### src/hw/cmp_defs.svh
// Register offsets, field positions, reset values and widths of the comparator control
`ifndef CMP_DEFS_SVH
`define CMP_DEFS_SVH

`define CMP_ADDR_W        12
`define CMP_OFF_CONFIG    12'h000
`define CMP_OFF_AUX       12'h004
`define CMP_OFF_STATUS    12'h008
`define CMP_OFF_CLEAR     12'h00C
`define CMP_OFF_ENABLE    12'h010
`define CMP_OFF_GATES     12'h014

`define CMP_CFG_RESULT    6
`define CMP_CFG_INVERT    4
`define CMP_CFG_SWITCH    3
`define CMP_CFG_MODE_HI   2

`define CMP_IRQ_CHANGE    0
`define CMP_IRQ_WAKE      1
`define CMP_GATE_PERIPH   0
`define CMP_GATE_GLOBAL   1

`define CMP_CFG_RESET     8'h00
`define CMP_AUX_RESET     2'h0
`define CMP_MODE_OFF_LO   3'h0
`define CMP_MODE_OFF_HI   3'h7
`define CMP_ZERO32        32'h0000_0000

`endif

### src/hw/cmp_pkg.sv
// Types and mode decoding shared by the comparator control modules
`include "cmp_defs.svh"
package cmp_pkg;

    typedef struct packed {
        logic       invert;
        logic       in_switch;
        logic [2:0] mode;
    } cfg_t;

    typedef enum logic [1:0] {
        W_AWAKE,
        W_ASLEEP,
        W_STEP
    } wake_state_t;

    function automatic logic mode_is_on(input logic [2:0] m);
        return (m != `CMP_MODE_OFF_LO) && (m != `CMP_MODE_OFF_HI);
    endfunction

    function automatic logic mode_drives_pin(input logic [2:0] m);
        return (m == 3'h1) || (m == 3'h3) || (m == 3'h5);
    endfunction

    // Bit 1: inverting input analog, bit 0: non-inverting input analog
    function automatic logic [1:0] mode_analog_pins(input logic [2:0] m);
        unique case (m)
            3'h3, 3'h4: return 2'h2;
            3'h7:       return 2'h0;
            default:    return 2'h3;
        endcase
    endfunction

endpackage

### src/hw/cmp_mismatch.sv
// Reference latch and sampling latch that detect a change of the comparator output
`timescale 1ns/100ps
module cmp_mismatch (
    input  wire logic pclk,
    input  wire logic presetn,
    input  wire logic ce,
    input  wire logic result,
    input  wire logic capture,
    output logic      sample,
    output logic      mismatch
);
    typedef struct packed {
        logic ref_val;
        logic sample;
    } mm_state_t;

    mm_state_t st_r;
    mm_state_t st_nxt;

    always_comb begin
        st_nxt        = st_r;
        st_nxt.sample = result;
        // Register access takes the latched level, so the mismatch ends next cycle
        if (capture) begin
            st_nxt.ref_val = st_r.sample;
        end
    end

    always_ff @(posedge pclk or negedge presetn) begin
        if (!presetn) begin
            st_r <= '0;
        end else if (ce) begin
            st_r <= st_nxt;
        end
    end

    assign sample   = st_r.sample;
    assign mismatch = st_r.sample ^ st_r.ref_val;
endmodule

### src/hw/cmp_wake.sv
// Sleep tracking, wake request and deferred interrupt branch towards the core
`timescale 1ns/100ps
module cmp_wake (
    input  wire logic pclk,
    input  wire logic presetn,
    input  wire logic ce,
    input  wire logic core_sleep,
    input  wire logic wake_cond,
    input  wire logic global_irq_gate,
    input  wire logic instr_done,
    output logic      wake_req,
    output logic      isr_req,
    output logic      wake_event
);
    typedef struct packed {
        cmp_pkg::wake_state_t state;
        logic                 wake;
        logic                 isr;
        logic                 event_p;
    } wk_state_t;

    wk_state_t st_r;
    wk_state_t st_nxt;

    always_comb begin
        st_nxt         = st_r;
        st_nxt.isr     = 1'b0;
        st_nxt.event_p = 1'b0;
        unique case (st_r.state)
            cmp_pkg::W_AWAKE: begin
                if (core_sleep) begin
                    st_nxt.state = cmp_pkg::W_ASLEEP;
                end
            end
            cmp_pkg::W_ASLEEP: begin
                if (wake_cond) begin
                    st_nxt.state   = cmp_pkg::W_STEP;
                    st_nxt.wake    = 1'b1;
                    st_nxt.event_p = 1'b1;
                end else if (!core_sleep) begin
                    st_nxt.state = cmp_pkg::W_AWAKE;
                end
            end
            cmp_pkg::W_STEP: begin
                if (!core_sleep) begin
                    st_nxt.wake = 1'b0;
                end
                // Branch only once the instruction after sleep has retired
                if (instr_done && !core_sleep) begin
                    st_nxt.state = cmp_pkg::W_AWAKE;
                    st_nxt.isr   = global_irq_gate;
                end
            end
        endcase
    end

    always_ff @(posedge pclk or negedge presetn) begin
        if (!presetn) begin
            st_r <= '{state: cmp_pkg::W_AWAKE, wake: 1'b0, isr: 1'b0, event_p: 1'b0};
        end else if (ce) begin
            st_r <= st_nxt;
        end
    end

    assign wake_req   = st_r.wake;
    assign isr_req    = st_r.isr;
    assign wake_event = st_r.event_p;
endmodule

### src/hw/cmp_ctrl.sv
// Comparator control: APB registers, change flag, interrupts, pin modes and sleep wake
`timescale 1ns/100ps
`include "cmp_defs.svh"
module cmp_ctrl #(
    parameter int ADDR_W = `CMP_ADDR_W,
    parameter int AUX_W  = 2
) (
    input  wire logic              pclk,
    input  wire logic              presetn,
    input  wire logic              ce,
    input  wire logic              psel,
    input  wire logic              penable,
    input  wire logic              pwrite,
    input  wire logic [ADDR_W-1:0] paddr,
    input  wire logic [31:0]       pwdata,
    output logic      [31:0]       prdata,
    output logic                   pready,
    output logic                   pslverr,
    input  wire logic              cmp_raw,
    input  wire logic              core_sleep,
    input  wire logic              instr_done,
    output logic                   comparator_on,
    output logic      [1:0]        analog_pin_en,
    output logic                   input_switch,
    output logic                   result_pin_out,
    output logic                   result_pin_en,
    output logic      [AUX_W-1:0]  aux_ctrl,
    output logic                   irq,
    output logic                   wake_req,
    output logic                   isr_req
);

    typedef struct packed {
        cmp_pkg::cfg_t    cfg;
        logic [AUX_W-1:0] aux;
        logic [1:0]       status;
        logic [1:0]       enable;
        logic [1:0]       gates;
        logic             pin_en;
        logic [1:0]       pins;
        logic             on;
        logic [31:0]      rdata;
    } ctrl_state_t;

    ctrl_state_t st_r;
    ctrl_state_t st_nxt;

    logic              setup;
    logic              access;
    logic              wr_acc;
    logic              rd_acc;
    logic              hit;
    logic [ADDR_W-1:0] off;
    logic              result;
    logic              result_q;
    logic              mismatch;
    logic              capture;
    logic              wake_cond;
    logic              wake_event;
    logic [1:0]        clr_bits;
    logic [1:0]        set_bits;
    logic [7:0]        cfg_view;

    assign setup  = psel && !penable;
    assign access = psel && penable;
    assign wr_acc = access && pwrite;
    assign rd_acc = access && !pwrite;
    assign off    = paddr;

    always_comb begin
        unique case (off)
            `CMP_OFF_CONFIG,
            `CMP_OFF_AUX,
            `CMP_OFF_STATUS,
            `CMP_OFF_CLEAR,
            `CMP_OFF_ENABLE,
            `CMP_OFF_GATES: hit = 1'b1;
            default:        hit = 1'b0;
        endcase
    end

    // Off comparator reads 0 before inversion, so invert alone shows a 1
    assign result = (cmp_pkg::mode_is_on(st_r.cfg.mode) & cmp_raw)
                    ^ st_r.cfg.invert;

    // A write counts as a read of the configuration, ending any mismatch
    assign capture = access && hit && (off == `CMP_OFF_CONFIG);

    cmp_mismatch u_mismatch (
        .pclk     (pclk),
        .presetn  (presetn),
        .ce       (ce),
        .result   (result),
        .capture  (capture),
        .sample   (result_q),
        .mismatch (mismatch)
    );

    assign wake_cond = st_r.status[`CMP_IRQ_CHANGE]
                       && st_r.enable[`CMP_IRQ_CHANGE]
                       && st_r.gates[`CMP_GATE_PERIPH];

    cmp_wake u_wake (
        .pclk            (pclk),
        .presetn         (presetn),
        .ce              (ce),
        .core_sleep      (core_sleep),
        .wake_cond       (wake_cond),
        .global_irq_gate (st_r.gates[`CMP_GATE_GLOBAL]),
        .instr_done      (instr_done),
        .wake_req        (wake_req),
        .isr_req         (isr_req),
        .wake_event      (wake_event)
    );

    always_comb begin
        cfg_view                  = 8'h00;
        cfg_view[`CMP_CFG_RESULT] = result_q;
        cfg_view[`CMP_CFG_INVERT] = st_r.cfg.invert;
        cfg_view[`CMP_CFG_SWITCH] = st_r.cfg.in_switch;
        cfg_view[`CMP_CFG_MODE_HI:0] = st_r.cfg.mode;
    end

    always_comb begin
        clr_bits = 2'h0;
        if (wr_acc && (off == `CMP_OFF_CLEAR)) begin
            clr_bits = pwdata[1:0];
        end
    end

    always_comb begin
        set_bits                 = 2'h0;
        // Level set: a standing mismatch keeps the flag from being cleared
        set_bits[`CMP_IRQ_CHANGE] = mismatch;
        set_bits[`CMP_IRQ_WAKE]   = wake_event;
    end

    always_comb begin
        st_nxt     = st_r;

        // Read data is prepared in the setup phase so it comes from a register
        if (setup) begin
            st_nxt.rdata = `CMP_ZERO32;
            unique case (off)
                `CMP_OFF_CONFIG: begin
                    st_nxt.rdata[7:0] = cfg_view;
                end
                `CMP_OFF_AUX: begin
                    st_nxt.rdata[AUX_W-1:0] = st_r.aux;
                end
                `CMP_OFF_STATUS: begin
                    st_nxt.rdata[1:0] = st_r.status;
                end
                `CMP_OFF_ENABLE: begin
                    st_nxt.rdata[1:0] = st_r.enable;
                end
                `CMP_OFF_GATES: begin
                    st_nxt.rdata[1:0] = st_r.gates;
                end
                default: begin
                    st_nxt.rdata = `CMP_ZERO32;
                end
            endcase
        end

        if (wr_acc && hit) begin
            unique case (off)
                `CMP_OFF_CONFIG: begin
                    st_nxt.cfg.invert    = pwdata[`CMP_CFG_INVERT];
                    st_nxt.cfg.in_switch = pwdata[`CMP_CFG_SWITCH];
                    st_nxt.cfg.mode      = pwdata[`CMP_CFG_MODE_HI:0];
                end
                `CMP_OFF_AUX: begin
                    st_nxt.aux = pwdata[AUX_W-1:0];
                end
                `CMP_OFF_ENABLE: begin
                    st_nxt.enable = pwdata[1:0];
                end
                `CMP_OFF_GATES: begin
                    st_nxt.gates = pwdata[1:0];
                end
                default: begin
                    st_nxt.aux = st_r.aux;
                end
            endcase
        end

        // Set wins over a clear arriving in the same cycle
        st_nxt.status = (st_r.status & ~clr_bits) | set_bits;

        st_nxt.on     = cmp_pkg::mode_is_on(st_nxt.cfg.mode);
        st_nxt.pins   = cmp_pkg::mode_analog_pins(st_nxt.cfg.mode);
        st_nxt.pin_en = cmp_pkg::mode_drives_pin(st_nxt.cfg.mode);
    end

    // Reset state: mode 000, comparator off, both inputs analog
    always_ff @(posedge pclk or negedge presetn) begin
        if (!presetn) begin
            st_r          <= '0;
            st_r.cfg      <= cmp_pkg::cfg_t'(5'(`CMP_CFG_RESET));
            st_r.aux      <= `CMP_AUX_RESET;
            st_r.pins     <= 2'h3;
            st_r.on       <= 1'b0;
        end else if (ce) begin
            st_r <= st_nxt;
        end
    end

    assign prdata  = st_r.rdata;
    // Zero wait states; an unmapped offset answers with an error
    assign pready  = 1'b1;
    assign pslverr = access && !hit;

    assign comparator_on  = st_r.on;
    assign analog_pin_en  = st_r.pins;
    assign input_switch   = st_r.cfg.in_switch;
    assign result_pin_out = result_q;
    assign result_pin_en  = st_r.pin_en;
    assign aux_ctrl       = st_r.aux;
    assign irq            = |(st_r.status & st_r.enable);

endmodule

### config.mk
export PLATFORM = sky130hd
export DESIGN_NAME = cmp_ctrl
export DESIGN_NICKNAME = d
export VERILOG_FILES = /design/src/hw/cmp_pkg.sv /design/src/hw/cmp_mismatch.sv /design/src/hw/cmp_wake.sv /design/src/hw/cmp_ctrl.sv
export VERILOG_INCLUDE_DIRS = /design/src /design/src/hw
export SDC_FILE = /design/constraint.sdc
export NUM_CORES = 1
export LEC_CHECK = 0
export BUFFER_PORTS_ARGS = -buffer_cell sky130_fd_sc_hd__buf_4
export CORE_ASPECT_RATIO = 0.7
export CORE_MARGIN = 1
export CORE_UTILIZATION = 30
export DETAILED_ROUTE_END_ITERATION = 7
export HOLD_SLACK_MARGIN = 0.06
export PLACE_DENSITY = 0.7
export SLEW_MARGIN = 20
export SYNTH_ARGS = -nofsm -noshare
export SYNTH_HDL_FRONTEND = slang
export SYNTH_HIERARCHICAL = 1
export SYNTH_SLANG_ARGS = --single-unit
### constraint.sdc
create_clock -name pclk -period 1.5 [get_ports pclk]
set_clock_uncertainty 0.05 [all_clocks]
set_input_delay 0.3 -clock pclk [delete_from_list [all_inputs] [get_ports pclk]]
set_output_delay 0.3 -clock pclk [all_outputs]
set_load 0.05 [all_outputs]
---- Word level (Yosys, flattened, before mapping) ----
Cells that the tools add are included.
cells by class
  bitwise operators ....................... 7
  muxes and demuxes ....................... 20
  eq/ne operators ......................... 19
  reduce and logical (&&, ||, !) cells .... 34
operator list
  kind                                                   number
  equality test 12 x 4 -> 1 bit (second input constant)  2
  equality test 12 x 5 -> 1 bit (second input constant)  2
  logical AND 1 bit                                      13
  equality test 12 x 3 -> 1 bit (second input constant)  1
  zero test 12 bit                                       1
  two-way mux 2 bit                                      6
  AND reduction 3 bit                                    4
  two-way mux 5 bit                                      2
  one-hot mux 2 bit (5 select lines)                     1
  equality test 3 bit (second input constant)            3
  AND reduction 4 bit                                    2
  two-way mux 1 bit                                      7
  != test 3 bit (second input constant)                  2
  one-hot mux 2 bit (3 select lines)                     1
  nonzero test 3 bit                                     2
  OR reduction 6 bit                                     1
  AND 2 bit                                              2
  != test 2 x 1 -> 1 bit (second input constant)         2
  != test 2 bit (second input constant)                  2
  one-hot mux 2 bit (2 select lines)                     1
  AND reduction 2 bit                                    2
  OR reduction 2 bit                                     2
  equality test 3 x 1 -> 1 bit (second input constant)   1
  equality test 3 x 2 -> 1 bit (second input constant)   1
  13 further kinds                                       17
storage, ports and cells
  word-level logic and storage cells ...... 97
  bits of input ports ..................... 53
  register bits after elaboration ......... 32

---- Logic depth before layout (Yosys ltp) ----
  depth in word-level cells ............... 8
  mapped depth ............................ 6
  gate-level depth less buffers ........... 6

---- Cells and area by module ----
The synthesis kept the hierarchy.
modules (own cells, without submodules)
  module        area each (um^2)  cells an instance  instances
  cmp_ctrl      1,530.2           157                1
  cmp_wake      320.3             30                 1
  cmp_mismatch  88.8              6                  1

---- Worst setup path after synthesis ----
OpenSTA, ideal clock, no wires.
  path kind ............................... input to register
  start point ............................. input paddr[9]
  end point ............................... register st_r[38] in the netlist's numbering
  arrival time ............................ 1.898 ns
  stages on the path ...................... 4
  slack ................................... -0.572 ns
  setup time .............................. 0.125 ns
  cells stage by stage .................... or4_4 or4_4 nor3_2 mux2_2
on the way
  word-level cells in the longest chain between the ends .. 5
RTL lines
  what                                                         RTL line         source
  from (decl)                                                  cmp_ctrl.sv:14   input wire logic [ADDR_W-1:0] paddr,
  equality test 12 x 4 -> 1 bit, or another cell as far along  cmp_ctrl.sv:71   unique case (off)
  OR reduction 6 bit                                           cmp_ctrl.sv:71
  two-way mux 1 bit                                            cmp_ctrl.sv:71
  logical AND 1 bit                                            cmp_ctrl.sv:166  if (wr_acc && hit) begin
  AND reduction 3 bit (no source line) *                       -
  to (signal assigned)                                         cmp_ctrl.sv:205  st_r <= st_nxt;
  to (decl)                                                    cmp_ctrl.sv:45   ctrl_state_t st_r;
Mark *: on every way between the ends. The rest lies on a longest branch, timed or not.
A chain may end at the register's enable or synchronous reset.

---- Worst setup path in the final report ----
  start point ............................. input paddr[9]
  end point ............................... register st_r[37] in the netlist's numbering
Same word-level chain as after synthesis.

==> impl_results.md <==
- Sw frac: 34.0%
- Starting Density: 31.0%
- Hold Startpoint: pwdata[4]
- PortBufs: 43
- CTS max path bufs: 2
- Final nets: 316
- Layout cells sized above 1: 44.6%
- Core Box Area: 6250 sq um
- Clock network power share: 31.2%
- Clock net sink count: 30
- Ant diodes: 0
- Vias: 1589
- Worst skew pair latency: 0.28 ns
- Final ANT Viol Nets: 0
- Setup violators final: 24
- Slew Limit Fails: 0
- Area growth syn-to-layout: 37.4%
- Site Rows: 24
- CP cell instances: buf_6 -> or4_4 -> buf_6 -> buf_4 -> nor4_4 -> buf_4 -> nand4_1 -> mux2_2
- GRT Util Overall: 14.5%
- Largest net degree at the start of global routing: 31
- CP Launch Type: input pin
- Drt wl/cell: 14.2 microns
- Crit path DAT: 2.00 ns
- Run status: finished, violations left
- Leakage Power: 1.30 nW
- Initial antenna violation count: 0
- RSZ-0062 raised after global routing: true
- Post-route minimum period: 1.89 ns
- Power per cell area: 799 nW/um^2
- Switch Pwr: 0.000724 W
- Final Cycle Share: 126%
- WP buf/inv: 4
- Ys Warns: 6
- Placed insts: 322
- CP max FO: 3
- Drt pass-1 iters: 6
- Ports: 98
- Gate count of the mapped netlist: 193
- Root buf cell: clkbuf_8
- Vias in the first global route: 1522
- WL final: 4780 microns
- Num CTS Buffers: 5
- Int Power: 0.00140 W
- Final setup margin: -0.392 ns
- Full die area: 6800 sq um
- Number of synthesized flops with an enable pin: 0
- CTS clk-pin slew, worst paths: 0.06 ns
- Post-synthesis cell type count: 47
- Top delay family on crit path: simple AND/OR/NAND/NOR gates
- DRC Markers: 5
- Hold Fails Final Rpt: 0
- Setup Crit Path Kind: in2reg
- Hold Path Class: in2reg
- Max Cap Viol: 0
- Part of the power in registers: 40.8%
- Vias per cell: 4.70
- Drt initial violations: 132
- Post-synthesis register bit count: 30
- GPL Wtd Cong: 0.836
- Crit path capture type: register
- CP peak stage delay: 0.55 ns
- Combinational power share: 28.0%
- Global route overflow: 0
- Register-to-register setup slack: 0.05 ns
- Worst Setup SP: paddr[9]
- Top-area cell type share of the netlist area: 36.1%
- Failing checks: design-rule violations, negative setup slack
- First-pass GRT wire length: 7730 microns
- Sequential-to-total area share from yosys stat: 38.8%
- H-tree levels: 2
- Yosys top cell by area: dfrtp_1
- Post-synthesis cell area: 1940 sq um
- Setup slack at placement: -0.726 ns
- Synth top cells by count: buf_4, dfrtp_1, nand2_1, nor2_1, mux2_2
- Fillers: 588
- CP max stage cell: or4_4
- FF-to-FF Start: st_r[37]$_DFFE_PN0P_
- Synth async-reset ratio: 100%
- Count leader, synth: buf_4
- Die Y: 69.3 microns
- CP Data Required Time: 1.61 ns
- Hpwl dp: 3490 microns
- CTS tree: built
- Chip width: 98.1 microns
- Top post-synthesis cells by area: dfrtp_1, buf_4, mux2_2, a22o_1, nand2_1
- Non-filler instance count after layout: 338
- Syn avg cell area: 10.0 sq um
- Post-synth top flop: dfrtp_1
- Maximum clock rate: 529 MHz
- Peak VDD IR: 0.000336 V
-- path summary, 6_finish.rpt --
| check | endpoint | cells past startpoint |
|---|---|---|
| setup / recovery | st_r[37]$_DFFE_PN0P_ | 8 |
| hold / removal | cfg_view[4]$_DFFE_PN0P_ | 2 |
| setup reg to reg | prdata[1]$_DFFE_PN0P_ | 3 |
| hold reg to reg | analog_pin_en[0]$_DFFE_PN1P_ | 2 |
| max in group asynchronous | analog_pin_en[1]$_DFFE_PN1P_ | 2 |
| min in group asynchronous | input_switch$_DFFE_PN0P_ | 2 |
-- cell type report --
cell class	instances	area (sq um)	area share, %
inverters	6	22.5	0.845
multi-input cells	141	1080	40.4
repair buffers	75	622	23.3
flip-flops and latches	30	753	28.3
clock buffers	7	86.3	3.24
well taps	78	97.6	3.66
clock inverters	1	5.00	0.188
-- routing by layer --
| layer | GRT usage [%] | part of all wire [%] | wire length, microns |
|---|---|---|---|
| met1 | 21.0 | 48 | 2300 |
| met2 | 21.5 | 46 | 2220 |
| met3 | 2.92 | 4.6 | 221 |
| met4 | 5.05 | 0.69 | 33 |
| met5 | 0 | 0 | 0 |
-- sequential cells by signal, summed over array words and instances (netlist names) --
name               flops
comparator_on          1
u_wake/st_r            2
analog_pin_en          2
u_wake/isr_req         1
cfg_view               4
u_wake/wake_req        1
st_r                   6
input_switch           1
u_mismatch/sample      1
aux_ctrl               2
u_mismatch/st_r        1
result_pin_en          1
u_wake/wake_event      1
prdata                 6
-- per-stage QoR --
| step | instance area, sq um | TNS (ns) | util, % | total power [W] | hold slack (ns) |
|---|---|---|---|---|---|
| floorplan | 2070 | -7.66 | - | 0.00133 | -0.0456 |
| global placement | 2360 | -12.87 | 37.8 | 0.00144 | 0.200 |
| detailed placement | 2360 | -13.44 | 37.8 | 0.00145 | 0.206 |
| CTS | 2590 | -5.71 | 41.5 | 0.00213 | 0.199 |
| global route | 2660 | -7.11 | 42.6 | 0.00221 | 0.193 |
| finish | 2660 | -6.34 | 42.6 | 0.00213 | 0.201 |
-- cell families after synthesis --
kind of cell / Yosys count / share of synthesized area [%]
other: 2 / 0.387
flip-flops: 30 / 38.8
AND/OR/NAND/NOR: 61 / 18.1
multiplexers: 19 / 12.2
AO/OA/AOI/OAI: 28 / 10.7
XOR/XNOR: 2 / 0.903
adder cells (fa/ha/maj): 4 / 2.58
buffers and inverters: 47 / 16.3
-- cell usage in the layout, fill, tap and decap left out, drive strengths merged, types with 2 or more instances in the layout --
cell type  instances
mux2i              3
buf               74
nand4              3
nor4               3
conb              27
inv                6
a21oi              4
dfrtp             28
a31oi              2
o21ai              3
a22o               7
nor3               4
nor2              14
clkbuf             7
nand3              5
nand3b             4
o211ai             2
or4                4
nand2b             2
dfstp              2
nand2             15
o2111ai            2
mux4               2
nor2b              2
o31ai              2
mux2              14
ha                 4
-- power groups by stage --
stage | Sequential, W | Clock [W] | Combinational (W)
4_1_cts | 0.000868 | 0.000680 | 0.000584
2_1_floorplan | 0.000941 | 0 | 0.000389
3_5_place_dp | 0.000882 | 0 | 0.000567
5_1_grt | 0.000875 | 0.000710 | 0.000629
6_report | 0.000868 | 0.000663 | 0.000596
3_3_place_gp | 0.000882 | 0 | 0.000559
-- what timing repair did --
| item | CTS | global route |
|---|---|---|
| hold endpoints to repair | 28 | 0 |
| hold buffers | 1 | 0 |
| setup buffers | 5 | 3 |
| gates resized for setup | 21 | 11 |
| setup endpoints to repair | 23 | 25 |
| pin swaps | 6 | 9 |
No activity file was read; power rests on OpenSTA's default activity.
